`config.mk`:
```
export PLATFORM = sky130hd
export DESIGN_NAME = prpb_builder
export DESIGN_NICKNAME = d
export VERILOG_FILES = /design/src/prpb_pkg.sv /design/src/prpb_fifo.sv /design/src/prpb_ecc.sv /design/src/prpb_builder.sv
export SDC_FILE = /design/constraint.sdc
export NUM_CORES = 1
export LEC_CHECK = 0
export ABC_AREA = 1
export BUFFER_PORTS_ARGS = -buffer_cell sky130_fd_sc_hd__buf_2
export CORE_AREA = 3 3 181 183
export DETAILED_ROUTE_END_ITERATION = 10
export DIE_AREA = 0 0 184 186
export GPL_TIMING_DRIVEN = 0
export HOLD_SLACK_MARGIN = 0.06
export PLACE_DENSITY = 0.86
export RECOVER_POWER = 100
export SLEW_MARGIN = 40
export SYNTH_ARGS = -nofsm -noshare
export SYNTH_HDL_FRONTEND = slang
export SYNTH_HIERARCHICAL = 1
export SYNTH_SLANG_ARGS = --single-unit
```
`constraint.sdc`:
```
create_clock -name core_clk -period 4.4 [get_ports core_clk]
set_input_delay 0.66 -clock core_clk [delete_from_list [all_inputs] [get_ports core_clk]]
set_output_delay 0.66 -clock core_clk [all_outputs]
set_load 0.01 [all_outputs]
```
`src/prpb_pkg.sv`:
```
package prpb_pkg;
	// ==========================================
	// Data types
	localparam logic [5:0] DT_ACK_ERR = 6'h02;
	localparam logic [5:0] DT_EOTP = 6'h08;
	localparam logic [5:0] DT_GEN_SHORT1 = 6'h11;
	localparam logic [5:0] DT_GEN_SHORT2 = 6'h12;
	localparam logic [5:0] DT_GEN_LONG = 6'h1a;
	localparam logic [5:0] DT_DCS_LONG = 6'h1c;
	localparam logic [5:0] DT_DCS_SHORT1 = 6'h21;
	localparam logic [5:0] DT_DCS_SHORT2 = 6'h22;
	// ==========================================
	// Trigger and fixed fields
	localparam logic [7:0] ACK_TRIGGER = 8'h84;
	localparam logic [7:0] PAD_BYTE = 8'h00;
	localparam logic [15:0] NO_CHECKSUM = 16'h0000;
	localparam logic [1:0] ACK_VC = 2'h0;
	localparam int DI_VC_MSB = 7;
	localparam int DI_VC_LSB = 6;
	// ==========================================
	// Error report bit positions
	localparam int ERR_SOT = 0;
	localparam int ERR_SOT_SYNC = 1;
	localparam int ERR_EOT_SYNC = 2;
	localparam int ERR_ESC_ENTRY = 3;
	localparam int ERR_LP_SYNC = 4;
	localparam int ERR_HS_TIMEOUT = 5;
	localparam int ERR_FALSE_CTRL = 6;
	localparam int ERR_ECC_SINGLE = 8;
	localparam int ERR_ECC_MULTI = 9;
	localparam int ERR_CHECKSUM = 10;
	localparam int ERR_DT_UNKNOWN = 11;
	localparam int ERR_VC_INVALID = 12;
	localparam int ERR_LENGTH = 13;
	localparam int ERR_PROTOCOL = 15;
	localparam logic [15:0] ERR_RESERVED_MASK = 16'h4080;
	localparam logic [15:0] ERR_RESET = 16'h0000;
	// ==========================================
	// Sizes
	localparam int FIFO_WIDTH = 8;
	localparam int FIFO_DEPTH = 32;
	localparam logic [6:0] PROTO_RESET = 7'h00;
	// ==========================================
	// Response kinds
	typedef enum logic [2:0] {
		PRPB_RSP_ACK = 3'b000,
		PRPB_RSP_SHORT1 = 3'b001,
		PRPB_RSP_SHORT2 = 3'b010,
		PRPB_RSP_LONG = 3'b011,
		PRPB_RSP_ERR = 3'b100
	} prpb_rsp_t;
endpackage

```
`src/prpb_fifo.sv`:
```
`timescale 1ns/10ps
`default_nettype none
module prpb_fifo #(
	parameter int WIDTH = 8,
	parameter int DEPTH = 32
) (
	input wire logic core_clk,
	input wire logic rst_n,
	input wire logic [WIDTH-1:0] in_data,
	input wire logic in_valid,
	output logic in_ready,
	output logic [WIDTH-1:0] out_data,
	output logic out_valid,
	input wire logic out_ready
);
	localparam int AW = $clog2(DEPTH);
	logic [WIDTH-1:0] mem [DEPTH];
	logic [AW-1:0] wr_ptr_reg;
	logic [AW-1:0] rd_ptr_reg;
	logic [AW:0] count_reg;
	logic push;
	logic pop;

	assign in_ready = (count_reg != (AW+1)'(DEPTH));
	assign out_valid = (count_reg != '0);
	assign out_data = mem[rd_ptr_reg];
	assign push = in_valid && in_ready;
	assign pop = out_valid && out_ready;

	// ==========================================
	// Storage
	always_ff @(posedge core_clk) begin
		if (push) begin
			mem[wr_ptr_reg] <= in_data;
		end
	end

	// ==========================================
	// Pointers
	always_ff @(posedge core_clk) begin
		if (!rst_n) begin
			wr_ptr_reg <= '0;
			rd_ptr_reg <= '0;
			count_reg <= '0;
		end else begin
			if (push) begin
				wr_ptr_reg <= (wr_ptr_reg == AW'(DEPTH-1)) ? '0 : wr_ptr_reg + 1'b1;
			end
			if (pop) begin
				rd_ptr_reg <= (rd_ptr_reg == AW'(DEPTH-1)) ? '0 : rd_ptr_reg + 1'b1;
			end
			if (push && !pop) begin
				count_reg <= count_reg + 1'b1;
			end else if (pop && !push) begin
				count_reg <= count_reg - 1'b1;
			end
		end
	end
endmodule
`default_nettype wire

```
`src/prpb_ecc.sv`:
```
`timescale 1ns/10ps
`default_nettype none
module prpb_ecc (
	input wire logic [23:0] hdr,
	output logic [7:0] ecc
);
	// Hamming parity over the 24 header bits, top two bits zero
	always_comb begin
		ecc = 8'h00;
		ecc[0] = ^(hdr & 24'hf12cb7);
		ecc[1] = ^(hdr & 24'hf2555b);
		ecc[2] = ^(hdr & 24'h749a6d);
		ecc[3] = ^(hdr & 24'hb8e38e);
		ecc[4] = ^(hdr & 24'hdf03f0);
		ecc[5] = ^(hdr & 24'heffc00);
	end
endmodule
`default_nettype wire

```
`src/prpb_builder.sv`:
```
`timescale 1ns/10ps
`default_nettype none
module prpb_builder
	import prpb_pkg::*;
(
	input wire logic core_clk,
	input wire logic rst_n,
	input wire logic link_clk,
	input wire logic [15:0] err_event,
	input wire logic rx_abort,
	input wire logic [6:0] proto_detail,
	output logic [15:0] err_bits,
	output logic [6:0] proto_status,
	output logic drop_active,
	input wire logic rx_end,
	input wire logic rsp_start,
	input wire logic [2:0] rsp_kind,
	input wire logic rsp_dcs,
	input wire logic [1:0] rsp_vc,
	input wire logic [15:0] rsp_data,
	input wire logic [15:0] rsp_wc,
	input wire logic csum_enable,
	input wire logic [15:0] rsp_csum,
	input wire logic eot_append,
	input wire logic [7:0] pay_data,
	input wire logic pay_valid,
	output logic pay_ready,
	output logic busy,
	output logic done,
	output logic [7:0] tx_byte,
	output logic tx_valid,
	input wire logic tx_ready,
	output logic tx_trigger,
	output logic tx_lastbit
);
	import prpb_pkg::*;

	typedef enum logic [2:0] {
		PRPB_IDLE = 3'b000,
		PRPB_HDR = 3'b001,
		PRPB_PAY = 3'b010,
		PRPB_CSUM = 3'b011,
		PRPB_ERR = 3'b100,
		PRPB_EOT = 3'b101
	} prpb_state_t;

	prpb_state_t state_reg;
	logic [15:0] err_reg;
	logic [6:0] proto_reg;
	logic drop_reg;
	logic [2:0] lk_sync_reg;
	logic lk_edge;
	logic [1:0] idx_reg;
	logic [15:0] cnt_reg;
	logic proto_keep;
	logic [15:0] csum_reg;
	logic [15:0] snap_reg;
	logic send_err_reg;
	logic eot_reg;
	logic [7:0] ecc_calc;
	logic [23:0] hdr_body;
	logic [7:0] byte_sel;
	logic fifo_in_valid;
	logic fifo_in_ready;
	logic [7:0] fifo_in_data;
	logic trig_reg;
	logic last_reg;
	logic done_reg;
	logic tx_fire;
	logic [5:0] dt_sel;
	logic [15:0] report_clear;

	// ==========================================
	// Link clock sampling, rising edge when stage 2 is high and stage 3 still low
	always_ff @(posedge core_clk) begin
		if (!rst_n) begin
			lk_sync_reg <= 3'h0;
		end else begin
			lk_sync_reg <= {lk_sync_reg[1:0], link_clk};
		end
	end
	assign lk_edge = lk_sync_reg[1] && !lk_sync_reg[2];

	// ==========================================
	// Error register
	assign report_clear = (state_reg == PRPB_ERR && tx_fire && idx_reg == 2'h3) ?
		snap_reg : 16'h0000;
	always_ff @(posedge core_clk) begin
		if (!rst_n) begin
			err_reg <= ERR_RESET;
		end else begin
			// Clear only what was reported, new events win
			err_reg <= (err_reg & ~report_clear) | (err_event & ~ERR_RESERVED_MASK);
		end
	end
	assign err_bits = err_reg;

	// Protocol violation details, read as a status port
	// Details stay readable after the report
	// A new violation after a report starts a fresh set
	assign proto_keep = err_reg[ERR_PROTOCOL] && !report_clear[ERR_PROTOCOL];
	always_ff @(posedge core_clk) begin
		if (!rst_n) begin
			proto_reg <= PROTO_RESET;
		end else if (err_event[ERR_PROTOCOL]) begin
			proto_reg <= (proto_keep ? proto_reg : PROTO_RESET) | proto_detail;
		end
	end
	assign proto_status = proto_reg;

	// Drop remainder of transmission after fatal receive error
	always_ff @(posedge core_clk) begin
		if (!rst_n) begin
			drop_reg <= 1'b0;
		end else if (err_event[ERR_DT_UNKNOWN] || err_event[ERR_ECC_MULTI] || rx_abort) begin
			drop_reg <= 1'b1;
		end else if (rx_end) begin
			drop_reg <= 1'b0;
		end
	end
	assign drop_active = drop_reg;

	// ==========================================
	// Header assembly
	always_comb begin
		dt_sel = DT_ACK_ERR;
		case (rsp_kind)
			PRPB_RSP_SHORT1: dt_sel = rsp_dcs ? DT_DCS_SHORT1 : DT_GEN_SHORT1;
			PRPB_RSP_SHORT2: dt_sel = rsp_dcs ? DT_DCS_SHORT2 : DT_GEN_SHORT2;
			PRPB_RSP_LONG: dt_sel = rsp_dcs ? DT_DCS_LONG : DT_GEN_LONG;
			default: dt_sel = DT_ACK_ERR;
		endcase
	end

	prpb_ecc u_ecc (
		.hdr(hdr_body),
		.ecc(ecc_calc)
	);

	// ==========================================
	// Sequencer
	assign tx_fire = fifo_in_valid && fifo_in_ready;
	assign busy = (state_reg != PRPB_IDLE);
	assign pay_ready = (state_reg == PRPB_PAY) && fifo_in_ready && (cnt_reg != 16'h0);

	always_ff @(posedge core_clk) begin
		if (!rst_n) begin
			state_reg <= PRPB_IDLE;
			idx_reg <= 2'h0;
			cnt_reg <= 16'h0;
			hdr_body <= 24'h0;
			csum_reg <= NO_CHECKSUM;
			snap_reg <= 16'h0;
			send_err_reg <= 1'b0;
			eot_reg <= 1'b0;
			trig_reg <= 1'b0;
			done_reg <= 1'b0;
		end else begin
			done_reg <= 1'b0;
			trig_reg <= 1'b0;
			case (state_reg)
				PRPB_IDLE: begin
					idx_reg <= 2'h0;
					eot_reg <= eot_append;
					if (rsp_start) begin
						// Pending errors follow read data, or replace the acknowledge
						send_err_reg <= (err_reg != 16'h0) && (rsp_kind != PRPB_RSP_ERR);
						if (err_reg == 16'h0 && rsp_kind == PRPB_RSP_ACK) begin
							trig_reg <= 1'b1;
							done_reg <= 1'b1;
						end else if (rsp_kind == PRPB_RSP_ACK || rsp_kind == PRPB_RSP_ERR) begin
							snap_reg <= err_reg;
							hdr_body <= {err_reg[15:8], err_reg[7:0], ACK_VC, DT_ACK_ERR};
							state_reg <= PRPB_ERR;
						end else begin
							hdr_body[7:0] <= {rsp_vc, dt_sel};
							if (rsp_kind == PRPB_RSP_LONG) begin
								hdr_body[23:8] <= {rsp_wc[15:8], rsp_wc[7:0]};
								cnt_reg <= rsp_wc;
							end else if (rsp_kind == PRPB_RSP_SHORT1) begin
								hdr_body[23:8] <= {PAD_BYTE, rsp_data[7:0]};
							end else begin
								hdr_body[23:8] <= rsp_data;
							end
							csum_reg <= csum_enable ? rsp_csum : NO_CHECKSUM;
							state_reg <= PRPB_HDR;
						end
					end
				end
				PRPB_HDR: begin
					if (tx_fire) begin
						idx_reg <= idx_reg + 2'h1;
						if (idx_reg == 2'h3) begin
							if (hdr_body[5:0] == DT_GEN_LONG || hdr_body[5:0] == DT_DCS_LONG) begin
								state_reg <= PRPB_PAY;
							end else if (send_err_reg) begin
								snap_reg <= err_reg;
								hdr_body <= {err_reg[15:8], err_reg[7:0], ACK_VC, DT_ACK_ERR};
								state_reg <= PRPB_ERR;
							end else begin
								state_reg <= eot_reg ? PRPB_EOT : PRPB_IDLE;
								done_reg <= !eot_reg;
							end
						end
					end
				end
				PRPB_PAY: begin
					if (cnt_reg == 16'h0) begin
						state_reg <= PRPB_CSUM;
						idx_reg <= 2'h0;
					end else if (tx_fire) begin
						cnt_reg <= cnt_reg - 16'h1;
					end
				end
				PRPB_CSUM: begin
					if (tx_fire) begin
						idx_reg <= idx_reg + 2'h1;
						if (idx_reg == 2'h1) begin
							idx_reg <= 2'h0;
							if (send_err_reg) begin
								snap_reg <= err_reg;
								hdr_body <= {err_reg[15:8], err_reg[7:0], ACK_VC, DT_ACK_ERR};
								state_reg <= PRPB_ERR;
							end else begin
								state_reg <= eot_reg ? PRPB_EOT : PRPB_IDLE;
								done_reg <= !eot_reg;
							end
						end
					end
				end
				PRPB_ERR: begin
					if (tx_fire) begin
						idx_reg <= idx_reg + 2'h1;
						if (idx_reg == 2'h3) begin
							send_err_reg <= 1'b0;
							state_reg <= eot_reg ? PRPB_EOT : PRPB_IDLE;
							done_reg <= !eot_reg;
						end
					end
				end
				PRPB_EOT: begin
					if (hdr_body[5:0] != DT_EOTP) begin
						// Load end packet header before its first byte
						hdr_body <= {16'h0f0f, ACK_VC, DT_EOTP};
					end else if (tx_fire) begin
						idx_reg <= idx_reg + 2'h1;
						if (idx_reg == 2'h3) begin
							state_reg <= PRPB_IDLE;
							done_reg <= 1'b1;
						end
					end
				end
				default: state_reg <= PRPB_IDLE;
			endcase
		end
	end

	// ==========================================
	// Byte selection into the FIFO
	always_comb begin
		byte_sel = 8'h00;
		fifo_in_valid = 1'b0;
		case (state_reg)
			PRPB_HDR, PRPB_ERR, PRPB_EOT: begin
				fifo_in_valid = !(state_reg == PRPB_EOT && idx_reg == 2'h0 && hdr_body[5:0] != DT_EOTP);
				case (idx_reg)
					2'h0: byte_sel = hdr_body[7:0];
					2'h1: byte_sel = hdr_body[15:8];
					2'h2: byte_sel = hdr_body[23:16];
					default: byte_sel = ecc_calc;
				endcase
			end
			PRPB_PAY: begin
				fifo_in_valid = pay_valid && (cnt_reg != 16'h0);
				byte_sel = pay_data;
			end
			PRPB_CSUM: begin
				fifo_in_valid = 1'b1;
				byte_sel = (idx_reg == 2'h0) ? csum_reg[7:0] : csum_reg[15:8];
			end
			default: begin
				fifo_in_valid = 1'b0;
			end
		endcase
	end
	assign fifo_in_data = byte_sel;

	prpb_fifo #(
		.WIDTH(FIFO_WIDTH),
		.DEPTH(FIFO_DEPTH)
	) u_fifo (
		.core_clk(core_clk),
		.rst_n(rst_n),
		.in_data(fifo_in_data),
		.in_valid(fifo_in_valid),
		.in_ready(fifo_in_ready),
		.out_data(tx_byte),
		.out_valid(tx_valid),
		.out_ready(tx_ready)
	);

	// ==========================================
	// Trigger and status outputs
	always_ff @(posedge core_clk) begin
		if (!rst_n) begin
			tx_trigger <= 1'b0;
			last_reg <= 1'b0;
		end else begin
			tx_trigger <= trig_reg ? 1'b1 : (lk_edge ? 1'b0 : tx_trigger);
			last_reg <= lk_edge;
		end
	end
	assign tx_lastbit = last_reg;
	assign done = done_reg;
endmodule
`default_nettype wire

```
==> qor.csv <==
stage,metric,value,unit
setup_path,Arrival @ worst endpoint,4010,ps
setup_path,Critical Path RT,4690,ps
clock_tree,htree depth,2,
setup_path,Setup CP Type,reg2reg,
final_layout,top flop regs,"u_fifo/mem x256, hdr_body x24",
timing,crit share post-route,84.6,%
run,Max-Cap Viols,2,
power,switching share of power,40.4,%
floorplanning,Die Wd,184,um
synth,Syn Area/Cell,8.63,um2
final_layout,largest register by flop count,u_fifo/mem,
timing,post-route worst setup slack,679,ps
global_route,largest net degree at the start of global routing,15,
timing,Slew Limit Fails,9,
floorplanning,num ports,133,
synth,sequential fraction of the synthesis area,55.4,%
setup_path,Most common cell on crit path,clkbuf_1,
placement,Place WS,1370,ps
synth,Synth Area in XOR/XNOR,1.88,%
power,clock share of power,24.9,%
final_layout,max FFs per register,256,
clock_tree,worst-skew pair later-pin latency,540,ps
final_layout,area occupied by multi-input gates,7110,um2
floorplanning,die area,34200,um2
detailed_routing,Post-DRT Antenna Nets,0,
clock_tree,Post CTS Setup Buffer Count,0,
power,PD cells,635,nW/um2
timing,worst hold slack,317,ps
power,leakage,8.54,nW
final_layout,Fill cells,2488,
final_layout,ANT cells,0,
timing,final setup fails,0,
power,Peak VDD IR,0.000375,V
timing,RSZ-0062 raised after global routing,false,
power,Pwr Total,13.4,mW
detailed_routing,WL/cell,19.8,um
synth,Adder-Cell Fraction of Synth Area,1.32,%
floorplanning,std cell rows,65,
clock_tree,root buf cell,clkbuf_16,
detailed_routing,initial DRC count,1888,
placement,placed inst area,20200,um2
hold_path,Hold Path Class,in2reg,
clock_tree,Max clock buf depth,3,
timing,Layout Skew,20.0,ps
global_route,gr usage total,32.2,%
synth,Netlist cell types,46,
timing,Least-Margin Pin Slew,1560,ps
detailed_routing,Remaining DRCs,0,
detailed_routing,routed vias/inst,5.91,
status,failing checks,"max-capacitance violations, max-slew violations",
detailed_routing,via count,16600,
final_layout,share of cells above drive strength 1,9.43,%
setup_path,slowest cell on the critical path,clkbuf_1,
placement,port bufs,128,
synth,mux contribution to synthesized area,0.0538,%
clock_tree,total CTS buffers,40,
final_layout,nets@finish,2480,
placement,dpl hpwl,40.6,mm
setup_path,crit end category,flip-flop,
timing,Max Freq,269,MHz
detailed_routing,DRT Wirelength,55.5,mm
global_route,first-pass GRT wire length,85.0,mm
power,NetSw,5.42,mW
status,status,"complete, but fails checks",
power,total internal power,7.99,mW
clock_tree,"Hold-fix buffers, CTS",0,
placement,Placer Congestion,0.980,
floorplanning,core area,31400,um2
clock_tree,CTS resizes,0,
clock_tree,Clock transition at path regs,60,ps
synth,post-synth top area cell,edfxtp_1,
floorplanning,Die Y,186,um
timing,Fin. Hold Viols,0,
synth,post-synth top area share,41.3,%
setup_path,"slowest stage delay, CP",510,ps
setup_path,Worst setup SP type,flip-flop,
synth,"FF+latch count, synth",387,
detailed_routing,TritonRoute pass-1 iters,6,
global_route,Overflow after GRT,0,
synth,Simple-Gate Fraction of Synth Area,27.7,%
final_layout,"commonest non-fill, non-tap cells in the layout","nand2_1 (707), nand3_1 (296), edfxtp_1 (256)",
global_route,initial antenna violation count,2,
clock_tree,CTS tree,done,
global_route,vias in the first global route,15700,
setup_path,crit-path max FO,10,
final_layout,Finished Core Util,67.3,%
synth,Ys Warns,6,
final_layout,synth-to-layout area growth,13.5,%
synth,"Cell Area, Synth",18600,um2
timing,Slew headroom,-4.81,%
synth,main combinational cell family by area after synthesis,simple AND/OR/NAND/NOR gates,
synth,post-synthesis instance total,2157,
power,combinational power share,39.7,%
power,sequential share of power,35.4,%
synth,synth top area cells,"edfxtp_1 (41%), nand2_1 (14%), dfxtp_1 (14%), nand3_1 (7.9%), a21oi_1 (3.2%)",
final_layout,FF/Latch Area,10300,um2
floorplanning,Initial Util,59.3,%
final_layout,fin area,21100,um2
synth,Compound-Gate Fraction of Synth Area,7.13,%
clock_tree,Sink Count,387,
setup_path,crit path cell chain,"inv_1, nand2_1, nor2_1, clkbuf_1, nand2_1, o311ai_0, clkbuf_1, clkbuf_1, clkbuf_1",
timing,crit path time final,3720,ps
final_layout,"commonest non-fill, non-tap cell in the layout",nand2_1,
cell families after synthesis:
| kind of cell | Yosys count |
|---|---|
| and+or+nand+nor | 1222 |
| AOI/OAI and AO/OA | 242 |
| muxes | 1 |
| buffers and inverters | 245 |
| DFF | 387 |
| adders and majority gates | 19 |
| other | 1 |
| xor gates and xnor gates | 40 |
final cells by class:
cell class | count | area share (%)
inverter | 145 | 2.59
multi-input combinational | 1526 | 33.7
timing repair buffer | 166 | 3.50
buffer | 100 | 2.93
tap | 402 | 2.38
clock buffer | 46 | 4.95
sequential | 387 | 48.8
clock inverter | 27 | 1.16
cells in the mapped netlist, drive strengths merged:
| cell | count |
|---|---|
| nand2 | 711 |
| nand3 | 297 |
| edfxtp | 256 |
| nor2 | 154 |
| inv | 137 |
| dfxtp | 131 |
| a21oi | 119 |
| o21ai | 77 |
| buf | 65 |
| nor3 | 45 |
| clkbuf | 35 |
| xor2 | 25 |
| ha | 18 |
| xnor2 | 15 |
| a211oi | 10 |
| nand4 | 10 |
| o22ai | 10 |
| clkinv | 8 |
| o311ai | 8 |
| a31oi | 6 |
| a221oi | 4 |
| a22oi | 3 |
| nand3b | 3 |
| o21bai | 2 |
| a311o | 1 |
| and2 | 1 |
| conb | 1 |
| fa | 1 |
| mux2i | 1 |
| o2111ai | 1 |
| o41ai | 1 |
| or2 | 1 |
critical path: cells and delay by family (launching register included):
family,cells,cell delay (ps)
compound gates,1,170
buf+inv,5,2130
simple gates,3,830
flops,1,320
routing by layer:
| layer | global-route usage [%] | wire [um] | share of wire [%] |
|---|---|---|---|
| met1 | 39.7 | 20200 | 36 |
| met4 | 16.3 | 3080 | 5.5 |
| met3 | 4.63 | 5500 | 9.9 |
| met5 | 0 | 28 | 0.050 |
| met2 | 55.8 | 26700 | 48 |
power by group through the flow:
stage               Clock, mW  Combinational (mW)  Sequential, mW
floorplan                   0                3.68            4.76
global placement            0                5.01            4.88
detailed placement          0                5.38            4.80
CTS                      3.37                5.44            4.73
global route             3.51                5.86            4.78
finish                   3.34                5.32            4.74
path summary, 6_finish.rpt:
path	start	to	slack [ps]	cells past startpoint
max	state_reg[0]	u_fifo/mem[28][7]	680	9
min	link_clk	lk_sync_reg[0]	320	3
max reg2reg	state_reg[0]	u_fifo/mem[28][7]	680	9
min reg2reg	lk_sync_reg[0]	lk_sync_reg[1]	410	2
metrics by stage:
step / instances / setup TNS, ps
6_report: 2799 / 0
5_1_grt: 2799 / 0
4_1_cts: 2799 / 0
3_5_place_dp: 2726 / 0
3_3_place_gp: 2688 / -834350
2_1_floorplan: 2158 / 0
Power figures use the tool's default switching activity.
